$ cat src/hdl/io_diag_pkg.sv
// package: constants, types and layouts shared by the process data, diagnostic and sync logic
package io_diag_pkg;

	// ****************************************************************
	// timing
	// ****************************************************************
	localparam int CLK_PERIOD_NS = 10;
	localparam int OUT_DELAY_NS = 2000;
	localparam int IN_DELAY_NS = 1000;
	localparam int OUT_DELAY_CYC = (OUT_DELAY_NS + CLK_PERIOD_NS - 1) / CLK_PERIOD_NS;
	localparam int IN_DELAY_CYC = (IN_DELAY_NS + CLK_PERIOD_NS - 1) / CLK_PERIOD_NS;
	localparam int DLY_W = 8;
	localparam int LED_HALF_MS = 250;
	localparam int LED_HALF_CYC = (LED_HALF_MS * 1000000) / CLK_PERIOD_NS;
	localparam int LED_CNT_W = 25;

	// ****************************************************************
	// widths and field positions
	// ****************************************************************
	localparam int OUT_CH = 4;
	localparam int IN_CH = 8;
	localparam int PROC_BYTE_W = 8;
	localparam int STATUS_W = 32;
	localparam int NUM_DIAG = 6;
	localparam int NUM_FAULTS = 6;
	localparam int FAULT_IDX_W = 3;
	localparam logic [FAULT_IDX_W-1:0] FAULT_TEMP_IDX = 3'h5;
	localparam int MSG_BYTES = 8;
	localparam int BYTE_IDX_W = 3;
	localparam int FW_ADDR_W = 24;
	localparam int SYNC_STAGES = 2;

	// ****************************************************************
	// emergency message contents
	// ****************************************************************
	localparam logic [15:0] EMCY_CODE_RESET = 16'h0000;
	localparam logic [15:0] EMCY_CODE_SUPPLY_FIRST = 16'h3001;
	localparam logic [15:0] EMCY_CODE_TEMP = 16'h4001;
	localparam int ERR_BIT_SUPPLY = 2;
	localparam int ERR_BIT_TEMP = 4;
	localparam logic [7:0] DIAG_ZERO = 8'h00;

	// ****************************************************************
	// configuration object
	// ****************************************************************
	localparam logic [15:0] OBJ_RESTORE_IDX = 16'h2f00;
	localparam logic [7:0] OBJ_RESTORE_VAL = 8'h01;

	// ****************************************************************
	// types
	// ****************************************************************
	typedef enum logic {MODE_BUF_EVENT = 1'b0, MODE_TIME_SYNC = 1'b1} sync_mode_t;
	typedef enum logic {SER_IDLE = 1'b0, SER_SEND = 1'b1} ser_state_t;

	// input status word low bits, bit 0 first from the bottom
	typedef struct packed {
		logic ls_undervolt;
		logic ls_overload;
		logic act_undervolt;
		logic act_short;
		logic out_overload;
		logic out_short;
	} io_diag_t;

	// emergency fault flags, index i gives diagnostic byte n = i + 1
	typedef struct packed {
		logic over_temp;
		logic act_undervolt;
		logic act_surge;
		logic sup_undervolt;
		logic sup_surge;
		logic sup_overcurrent;
	} emcy_fault_t;

	// lowest bits go out first on the wire
	typedef struct packed {
		logic [39:0] diag;
		logic [7:0] err_reg;
		logic [15:0] code;
	} emcy_msg_t;

endpackage : io_diag_pkg

$ cat src/hdl/io_process_data_diag_sync.sv
// process data mapping, emergency messages and I/O synchronisation of the I/O node
// Operation
// - outputs 1-4 from byte bits 0-3
// - status word bits 0-5 diagnostics, rest reserved
// - emergency message: code, register, five diag bytes
// - emergency messages sent unprompted, never confirmed
// - supply codes 3001-3005, temperature 4001
// - clearing sends code 0000, bit cleared
// - buffer event or sync pulse update modes
// - buffer event mode after reset, free running
// - outputs applied after output delay from pulse
// - inputs sampled after input delay from pulse
// - restore flag on write 1 to 2f00
// - connection timeout forces configured safe outputs
// - ready indicator green, steady or flashing
// - multi-byte values least significant byte first
// - firmware arrives over mailbox file transfer
module io_process_data_diag_sync #(
	parameter int LED_HALF_CYCLES = io_diag_pkg::LED_HALF_CYC
) (
	// clock and reset
	input wire logic i_sys_clk,
	input wire logic i_rst_n,
	// output process image from the buffer manager
	input wire logic i_buffer_manager_event,
	input wire logic [io_diag_pkg::PROC_BYTE_W-1:0] i_output_process_image,
	// input pins and diagnostic pins (asynchronous)
	input wire logic [io_diag_pkg::IN_CH-1:0] i_din,
	input wire io_diag_pkg::io_diag_t i_io_diag,
	input wire io_diag_pkg::emcy_fault_t i_emcy_fault,
	input wire logic i_time_sync_pulse,
	// mode, restart and network supervision
	input wire logic i_sync_mode_sel,
	input wire logic i_net_restart,
	input wire logic i_conn_timeout,
	input wire logic [io_diag_pkg::OUT_CH-1:0] i_safe_state,
	// configuration object write
	input wire logic i_obj_write,
	input wire logic [15:0] i_obj_index,
	input wire logic [7:0] i_obj_data,
	// mailbox file transfer bytes
	input wire logic i_file_xfer_start,
	input wire logic i_file_xfer_valid,
	input wire logic [7:0] i_file_xfer_byte,
	// boot and bus status
	input wire logic i_boot_done,
	input wire logic i_bus_flash,
	// emergency byte stream
	input wire logic i_emcy_ready,
	output logic o_emcy_valid,
	output logic [7:0] o_emcy_byte,
	output logic o_emcy_last,
	// process outputs and input image
	output logic [io_diag_pkg::OUT_CH-1:0] o_dout,
	output logic [io_diag_pkg::IN_CH-1:0] o_input_process_image,
	output logic [io_diag_pkg::STATUS_W-1:0] o_status_word,
	// status
	output logic o_mode_time_sync,
	output logic o_safe_active,
	output logic o_factory_restore_req,
	output logic o_ready_led_green,
	// firmware store
	output logic o_fw_wr_en,
	output logic [io_diag_pkg::FW_ADDR_W-1:0] o_fw_addr,
	output logic [7:0] o_fw_data
);
	import io_diag_pkg::*;

	// ****************************************************************
	// helper functions
	// ****************************************************************

	// lowest set bit of a fault vector
	function automatic logic [FAULT_IDX_W-1:0] first_set(input logic [NUM_FAULTS-1:0] v);
		logic [FAULT_IDX_W-1:0] r;
		r = '0;
		for (int k = NUM_FAULTS - 1; k >= 0; k--) begin
			if (v[k]) begin
				r = FAULT_IDX_W'(k);
			end
		end
		return r;
	endfunction : first_set

	// error register from the flags that are active now
	function automatic logic [7:0] err_reg_of(input logic [NUM_FAULTS-1:0] f);
		logic [7:0] r;
		r = '0;
		r[ERR_BIT_SUPPLY] = |f[NUM_FAULTS-2:0];
		r[ERR_BIT_TEMP] = f[FAULT_TEMP_IDX];
		return r;
	endfunction : err_reg_of

	// ****************************************************************
	// pin synchronisers
	// ****************************************************************
	localparam int PIN_W = IN_CH + NUM_DIAG + NUM_FAULTS + 1;
	logic [PIN_W-1:0] pin_raw;
	logic [PIN_W-1:0] pin_s [SYNC_STAGES];
	assign pin_raw = {i_time_sync_pulse, i_emcy_fault, i_io_diag, i_din};

	genvar g;
	generate
		for (g = 0; g < SYNC_STAGES; g++) begin : g_sync
			always_ff @(posedge i_sys_clk or negedge i_rst_n) begin
				if (!i_rst_n) begin
					pin_s[g] <= '0;
				end else begin
					pin_s[g] <= (g == 0) ? pin_raw : pin_s[(g == 0) ? 0 : g - 1];
				end
			end
		end
	endgenerate

	logic [IN_CH-1:0] din_s;
	logic [NUM_DIAG-1:0] diag_s;
	logic [NUM_FAULTS-1:0] fault_s;
	logic tsync_s;
	assign {tsync_s, fault_s, diag_s, din_s} = pin_s[SYNC_STAGES-1];

	// ****************************************************************
	// mode, pulse timing and safe state
	// ****************************************************************
	sync_mode_t mode_q;
	logic tsync_prev_q, tsync_edge;
	logic out_run_q, in_run_q;
	logic [DLY_W-1:0] out_cnt_q, in_cnt_q;
	logic out_fire, in_fire, safe_q;

	assign tsync_edge = tsync_s & ~tsync_prev_q & (mode_q == MODE_TIME_SYNC);
	assign out_fire = out_run_q & (out_cnt_q == '0);
	assign in_fire = in_run_q & (in_cnt_q == '0);

	// selected mode only becomes active on a network restart
	always_ff @(posedge i_sys_clk or negedge i_rst_n) begin
		if (!i_rst_n) begin
			mode_q <= MODE_BUF_EVENT;
			tsync_prev_q <= 1'b0;
		end else begin
			if (i_net_restart) begin
				mode_q <= i_sync_mode_sel ? MODE_TIME_SYNC : MODE_BUF_EVENT;
			end
			tsync_prev_q <= tsync_s;
		end
	end

	// fixed delay counters restarted by each rising pulse edge in sync pulse mode
	always_ff @(posedge i_sys_clk or negedge i_rst_n) begin
		if (!i_rst_n) begin
			out_run_q <= 1'b0;
			in_run_q <= 1'b0;
			out_cnt_q <= '0;
			in_cnt_q <= '0;
		end else if (tsync_edge) begin
			out_run_q <= 1'b1;
			in_run_q <= 1'b1;
			out_cnt_q <= DLY_W'(OUT_DELAY_CYC - 1);
			in_cnt_q <= DLY_W'(IN_DELAY_CYC - 1);
		end else begin
			out_run_q <= out_run_q & ~out_fire;
			in_run_q <= in_run_q & ~in_fire;
			out_cnt_q <= (out_run_q && !out_fire) ? out_cnt_q - 1'b1 : out_cnt_q;
			in_cnt_q <= (in_run_q && !in_fire) ? in_cnt_q - 1'b1 : in_cnt_q;
		end
	end

	// timeout latches until restart; a timeout in the restart cycle still wins
	always_ff @(posedge i_sys_clk or negedge i_rst_n) begin
		if (!i_rst_n) begin
			safe_q <= 1'b0;
		end else begin
			safe_q <= i_conn_timeout | (safe_q & ~i_net_restart);
		end
	end

	// ****************************************************************
	// process data
	// ****************************************************************
	logic [OUT_CH-1:0] stage_q, dout_q;
	logic [IN_CH-1:0] in_img_q;
	logic [NUM_DIAG-1:0] status_q;
	logic out_apply, in_sample;

	// buffer mode runs freely; pulse mode waits for the delay counters
	assign out_apply = (mode_q == MODE_BUF_EVENT) ? i_buffer_manager_event : out_fire;
	assign in_sample = (mode_q == MODE_BUF_EVENT) | in_fire;

	// upper four bits of the output byte are never looked at
	always_ff @(posedge i_sys_clk or negedge i_rst_n) begin
		if (!i_rst_n) begin
			stage_q <= '0;
			dout_q <= '0;
		end else begin
			if (i_buffer_manager_event) begin
				stage_q <= i_output_process_image[OUT_CH-1:0];
			end
			if (safe_q || i_conn_timeout) begin
				dout_q <= i_safe_state;
			end else if (out_apply) begin
				dout_q <= (mode_q == MODE_BUF_EVENT) ?
					i_output_process_image[OUT_CH-1:0] : stage_q;
			end
		end
	end

	// input image and diagnostics taken together so they stay consistent
	always_ff @(posedge i_sys_clk or negedge i_rst_n) begin
		if (!i_rst_n) begin
			in_img_q <= '0;
			status_q <= '0;
		end else if (in_sample) begin
			in_img_q <= din_s;
			status_q <= diag_s;
		end
	end

	assign o_dout = dout_q;
	assign o_input_process_image = in_img_q;
	assign o_status_word = {(STATUS_W - NUM_DIAG)'(0), status_q};
	assign o_mode_time_sync = (mode_q == MODE_TIME_SYNC);
	assign o_safe_active = safe_q;

	// ****************************************************************
	// emergency messages
	// ****************************************************************
	logic [NUM_FAULTS-1:0] fault_q, rise, fall, pend_rise_q, pend_fall_q, clr;
	logic [FAULT_IDX_W-1:0] sel_idx;
	logic sel_is_rise, msg_valid, msg_ready;
	emcy_msg_t msg;

	// a flag that flickers while pending still yields one rise and one fall
	assign rise = fault_s & ~fault_q;
	assign fall = ~fault_s & fault_q;
	assign sel_is_rise = |pend_rise_q;
	assign sel_idx = sel_is_rise ? first_set(pend_rise_q) : first_set(pend_fall_q);
	assign msg_valid = |pend_rise_q | |pend_fall_q;
	assign clr = (msg_valid & msg_ready) ? (NUM_FAULTS'(1) << sel_idx) : '0;

	// message fields; the error register follows the flags as they now stand
	assign msg.code = !sel_is_rise ? EMCY_CODE_RESET :
		(sel_idx == FAULT_TEMP_IDX) ? EMCY_CODE_TEMP :
		EMCY_CODE_SUPPLY_FIRST + 16'(sel_idx);
	assign msg.err_reg = err_reg_of(fault_s);
	assign msg.diag = {DIAG_ZERO, DIAG_ZERO, DIAG_ZERO,
		8'(sel_idx) + 8'h01, DIAG_ZERO};

	// edge pending bits: a new edge in the taking cycle wins over the clear
	always_ff @(posedge i_sys_clk or negedge i_rst_n) begin
		if (!i_rst_n) begin
			fault_q <= '0;
			pend_rise_q <= '0;
			pend_fall_q <= '0;
		end else begin
			fault_q <= fault_s;
			pend_rise_q <= rise | (pend_rise_q & ~(sel_is_rise ? clr : '0));
			pend_fall_q <= fall | (pend_fall_q & ~(sel_is_rise ? '0 : clr));
		end
	end

	emcy_serializer u_emcy_serializer (
		.i_sys_clk(i_sys_clk),
		.i_rst_n(i_rst_n),
		.i_msg_valid(msg_valid),
		.i_msg(msg),
		.o_msg_ready(msg_ready),
		.o_byte_valid(o_emcy_valid),
		.o_byte(o_emcy_byte),
		.o_byte_last(o_emcy_last),
		.i_byte_ready(i_emcy_ready)
	);

	// ****************************************************************
	// restore request, ready indicator, firmware bytes
	// ****************************************************************
	logic restore_q, led_q, blink_q;
	logic [LED_CNT_W-1:0] blink_cnt_q;
	logic blink_wrap;
	logic fw_en_q;
	logic [FW_ADDR_W-1:0] fw_addr_q, fw_next_q;
	logic [7:0] fw_data_q;

	assign blink_wrap = (blink_cnt_q == LED_CNT_W'(LED_HALF_CYCLES - 1));

	// flag held until the next power-on reset acts on it
	always_ff @(posedge i_sys_clk or negedge i_rst_n) begin
		if (!i_rst_n) begin
			restore_q <= 1'b0;
		end else if (i_obj_write && i_obj_index == OBJ_RESTORE_IDX
				&& i_obj_data == OBJ_RESTORE_VAL) begin
			restore_q <= 1'b1;
		end
	end

	// indicator stays dark until boot completes
	always_ff @(posedge i_sys_clk or negedge i_rst_n) begin
		if (!i_rst_n) begin
			blink_cnt_q <= '0;
			blink_q <= 1'b0;
			led_q <= 1'b0;
		end else begin
			blink_cnt_q <= blink_wrap ? '0 : blink_cnt_q + 1'b1;
			blink_q <= blink_q ^ blink_wrap;
			led_q <= i_boot_done & (~i_bus_flash | blink_q);
		end
	end

	// file bytes land at rising addresses, so byte order is kept as sent
	always_ff @(posedge i_sys_clk or negedge i_rst_n) begin
		if (!i_rst_n) begin
			fw_en_q <= 1'b0;
			fw_addr_q <= '0;
			fw_next_q <= '0;
			fw_data_q <= '0;
		end else begin
			fw_en_q <= i_file_xfer_valid;
			fw_data_q <= i_file_xfer_byte;
			if (i_file_xfer_start) begin
				fw_next_q <= '0;
			end else if (i_file_xfer_valid) begin
				fw_addr_q <= fw_next_q;
				fw_next_q <= fw_next_q + 1'b1;
			end
		end
	end

	assign o_factory_restore_req = restore_q;
	assign o_ready_led_green = led_q;
	assign o_fw_wr_en = fw_en_q;
	assign o_fw_addr = fw_addr_q;
	assign o_fw_data = fw_data_q;

endmodule : io_process_data_diag_sync

$ cat src/hdl/emcy_serializer.sv
// emergency message serializer: one 8-byte message out as bytes, low byte first
module emcy_serializer (
	// clock and reset
	input wire logic i_sys_clk,
	input wire logic i_rst_n,
	// message side
	input wire logic i_msg_valid,
	input wire io_diag_pkg::emcy_msg_t i_msg,
	output logic o_msg_ready,
	// byte side
	output logic o_byte_valid,
	output logic [7:0] o_byte,
	output logic o_byte_last,
	input wire logic i_byte_ready
);
	import io_diag_pkg::*;

	ser_state_t state_q, state_d;
	logic [MSG_BYTES*8-1:0] shift_q, shift_d;
	logic [BYTE_IDX_W-1:0] idx_q, idx_d;
	logic take_msg, take_byte, at_last;

	// handshakes
	assign o_msg_ready = (state_q == SER_IDLE);
	assign take_msg = i_msg_valid & o_msg_ready;
	assign o_byte_valid = (state_q == SER_SEND);
	assign take_byte = o_byte_valid & i_byte_ready;
	assign at_last = (idx_q == BYTE_IDX_W'(MSG_BYTES - 1));
	assign o_byte_last = o_byte_valid & at_last;
	assign o_byte = shift_q[7:0]; // low byte first

	// next state: load whole message, then shift right one byte per accepted byte
	always_comb begin
		state_d = state_q;
		shift_d = shift_q;
		idx_d = idx_q;
		unique case (state_q)
			SER_IDLE: begin
				if (take_msg) begin
					state_d = SER_SEND;
					shift_d = i_msg; // code, register, 5 diag bytes
					idx_d = '0;
				end
			end
			SER_SEND: begin
				if (take_byte) begin
					shift_d = {8'h00, shift_q[MSG_BYTES*8-1:8]};
					idx_d = idx_q + 1'b1;
					if (at_last) begin
						state_d = SER_IDLE;
					end
				end
			end
		endcase
	end

	// no acknowledge comes back from the master, so a message ends at its last byte
	always_ff @(posedge i_sys_clk or negedge i_rst_n) begin
		if (!i_rst_n) begin
			state_q <= SER_IDLE;
			shift_q <= '0;
			idx_q <= '0;
		end else begin
			state_q <= state_d;
			shift_q <= shift_d;
			idx_q <= idx_d;
		end
	end

endmodule : emcy_serializer

$ cat config.mk
export PLATFORM = sky130hd
export DESIGN_NAME = io_process_data_diag_sync
export DESIGN_NICKNAME = d
export VERILOG_FILES = /design/src/hdl/io_diag_pkg.sv /design/src/hdl/io_process_data_diag_sync.sv /design/src/hdl/emcy_serializer.sv
export SDC_FILE = /design/constraint.sdc
export NUM_CORES = 1
export LEC_CHECK = 0
export ABC_AREA = 0
export BUFFER_PORTS_ARGS = -buffer_cell sky130_fd_sc_hd__buf_2
export CORE_ASPECT_RATIO = 1.5
export CORE_MARGIN = 10
export CORE_UTILIZATION = 55
export CTS_CLUSTER_DIAMETER = 120
export CTS_CLUSTER_SIZE = 14
export DETAILED_ROUTE_END_ITERATION = 7
export PLACE_DENSITY = 0.79
export SLEW_MARGIN = 10
export SYNTH_ARGS = -nofsm -noshare
export SYNTH_HDL_FRONTEND = slang
export SYNTH_SLANG_ARGS = --single-unit
$ cat constraint.sdc
create_clock -name i_sys_clk -period 2.8 [get_ports i_sys_clk]
set_input_delay 0.28 -clock i_sys_clk [delete_from_list [all_inputs] [get_ports i_sys_clk]]
set_output_delay 0.28 -clock i_sys_clk [all_outputs]
set_load 0.1 [all_outputs]
==> flow_summary_export.csv <==
group,metric,value,unit
global_route,grt_max_degree,94,
critical_path,arrival,2.69,ns
routing,drt-pass1-iter-count,4,
cts,postCtsSetupBuffers,0,
critical_path,timing_worst_setup_path_type,"reg2reg",
sta,report.final.slew_viol_count,0,
yosys,synth_mux_area_frac,0.05905,
yosys,ys_ff_latch,219,
flow_run,drv_cap,0,
pwr,cellPowerDensity,691.0,mW/mm²
critical_path,cp_slowest_cell,"dfrtp_1",
routing,wl,18480,µm
yosys,synth-simple-area-share,0.1335,
critical_path,startpoint_type,"flip-flop",
cts,numCtsBuffers,19,
finish,mostFrequentLayoutCell,"dfrtp_1",
finish,antenna_cells,0,
placement,numPortBuffers,136,
yosys,avgSynthCellArea,11.84,µm²
yosys,synth-main-ff-cell,"dfrtp_1",
sta,hold_viol_final,0,
cts,cts_tree,"done",
finish,fill_cells,1224,
yosys,synth_area_leaders,"dfrtp_1 62%, mux2_2 5.3%, xor2_1 3.4%",
cts,ctsRootBufferMaster,"clkbuf_16",
routing,drt_iter0_markers,393,
routing,drc_errors,0,
sta,fin_tns_setup,0,ns
sta,fmax,429.9,MHz
cts,cts_max_path_buffers,3,
sta,finalClockSkew,0.01275,ns
die,core_region_area,0.01570,mm²
worst_hold_path,min_path_type,"in2reg",
critical_path,slowest_delay,0.44,ns
cts,path_clk_slew,0.06,ns
yosys,synth_compound_area_frac,0.07162,
critical_path,cp-end-kind,"flip-flop",
routing,wire_per_inst,16.37,µm
yosys,synthAdderAreaFrac,0.01554,
die,dieArea,0.02168,mm²
global_route,grt_pass1_wl,30390,µm
critical_path,crit_chain,"nor4_2, nand2_1, o32ai_2, ha_1, inv_1, a21oi_1, nor2_1, a21oi_1, o21ai_1",
routing,dr_total_vias,5897,
sta,fin_ws,0.4737,ns
finish,drive_gt1_frac,0.2451,
global_route,grt_pass1_vias,6225,
die,die_h,175.4,µm
cts,cts.sinks,219,
yosys,async_flop_share,1.000,
die,initial_core_util,0.5643,
die,num_io_pins,168,
run_status,status,"completed",
cts,htreeDepth,1,
pwr,p_leak,5.027,nW
finish,final_cell_mix,"219 x dfrtp_1, 135 x buf_2, 69 x nor2_1, 59 x nand2_1, 42 x mux2_2",
sta,timing.hold.ws,0.03321,ns
yosys,synth_area_leader_cell,"dfrtp_1",
yosys,synth_top_cell_area_share,0.6187,
placement,dp_worst_setup_slack,0.2519,ns
critical_path,critPathTopFamily,"compound AO/OA/AOI/OAI gates",
routing,antenna_left,0,
global_route,antenna_found_initial,0,
critical_path,crit_top_cell,"a21oi_1",
sta,setup_viol,0,
yosys,synth-xor-area-share,0.05043,
routing,drt-vias-per-instance,5.223,
finish,area_growth,18.87,%
finish,final_nets,1014,
finish,postLayoutCoreUtil,0.6708,
sta,min_period_over_period,0.8308,
global_route,track_usage,0.1697,
yosys,synth_top_family_by_area,"simple AND/OR/NAND/NOR gates",
critical_path,path_buf_inv,1,
yosys,synthCells,748,
pwr,peakVddDrop,522.3,µV
yosys,syn-cell-area,0.008857,mm²
placement,placed_area,0.009693,mm²
cts,clk_latency,0.49,ns
finish,final_area,0.01053,mm²
critical_path,cp_data_required_time,3.16,ns
yosys,synth_edf_count,0,
yosys,synthDistinctLibCells,54,
placement,place.gp.congestion,0.8855,
sta,worstMarginPinSlew,0.7609,ns
global_route,overflow,0,
die,rows,56,
sta,relSlewSlack,0.4885,
sta,rsz0062_at_grt,"false",
die,die_w,123.6,µm
critical_path,worstPathMaxFanout,6,
placement,dp_hpwl,13010,µm
yosys,seq_area_frac_synth,0.6187,
sta,min_period,2.326,ns
yosys,yosys_warnings,0,
[registers in the layout (all words and copies together) (netlist names), 3 cells and up]
name and count:
pin_s 22, status_q 6, u_emcy_serializer.shift_q 27, fw_next_q 24, fault_q 6, o_input_process_image 8, fault_s 6, blink_cnt_q 25
diag_s 6, u_emcy_serializer.idx_q 3, pend_fall_q 6, stage_q 4, in_cnt_q 8, o_dout 4, out_cnt_q 8, pend_rise_q 6
o_fw_addr 24, din_s 8, o_fw_data 8
[synth_stat cells, types with 10 or more instances]
library cell / number
mux2_2: 42
xor2_1: 34
nor3_1: 14
dfrtp_1: 219
buf_4: 35
nand2_1: 59
o21ai_0: 36
ha_1: 11
xnor2_1: 17
a21oi_1: 10
inv_1: 28
a22o_1: 21
nand3_1: 33
nand4_1: 14
nor2_1: 69
[per-layer routing]
layer  share of wire  GRT usage  up-vias
met2            0.52     0.2952      150
met1            0.38     0.1972     2871
met5               0          0        -
met4           0.023    0.05404        0
li1                -          -     2839
met3           0.074    0.04302       37
[repair_timing]
item / in CTS / in global routing
gates resized for setup: 0 / 2
hold buffers: 33 / 0
endpoints found under the hold margin: 121 / 0
setup endpoints to repair: 0 / 8
[layout make-up]
cell class | count | area (µm²) | area share
clock buffer | 19 | 475.5 | 0.04516
sequential | 219 | 5480 | 0.5205
multi-input combinational | 474 | 3039 | 0.2887
tap | 203 | 254.0 | 0.02412
timing repair buffer | 184 | 1159 | 0.1100
clock inverter | 2 | 16.27 | 0.001545
inverter | 28 | 105.1 | 0.009982
[logic make-up after synthesis]
| family | Yosys count |
|---|---|
| muxes | 47 |
| other | 1 |
| DFF | 219 |
| adders and majority gates | 11 |
| AOI/OAI and AO/OA | 96 |
| buffers and inverters | 81 |
| and+or+nand+nor | 242 |
| xor gates and xnor gates | 51 |
[power breakdown]
| group | internal [W] | leakage, nW | switching [W] |
|---|---|---|---|
| combinational | 0.000383 | 2.06 | 0.00105 |
| clock | 0.00121 | 0.239 | 0.00104 |
| sequential | 0.00341 | 2.73 | 0.000185 |
[metrics by stage]
step	std cells	power, W
finish	1129	0.007276
global route	1129	0.007615
CTS	1129	0.007367
detailed placement	1075	0.005055
global placement	1075	0.005018
floorplan	774	0.004757
[path summary, 6_finish.rpt]
kind                                 start                       endpoint  slack, ns  cells past startpoint
max                         pend_rise_q[3]  u_emcy_serializer.shift_q[12]       0.47                      9
min                        i_sync_mode_sel               o_mode_time_sync       0.03                      2
max reg2reg                 pend_rise_q[3]  u_emcy_serializer.shift_q[12]       0.47                      9
min reg2reg                      pin_s[41]                      pin_s[20]       0.34                      0
max in group asynchronous          i_rst_n                  o_fw_addr[19]       1.64                      3
min in group asynchronous          i_rst_n                      o_dout[3]       0.40                      2
(Power assumes the default switching activity.)
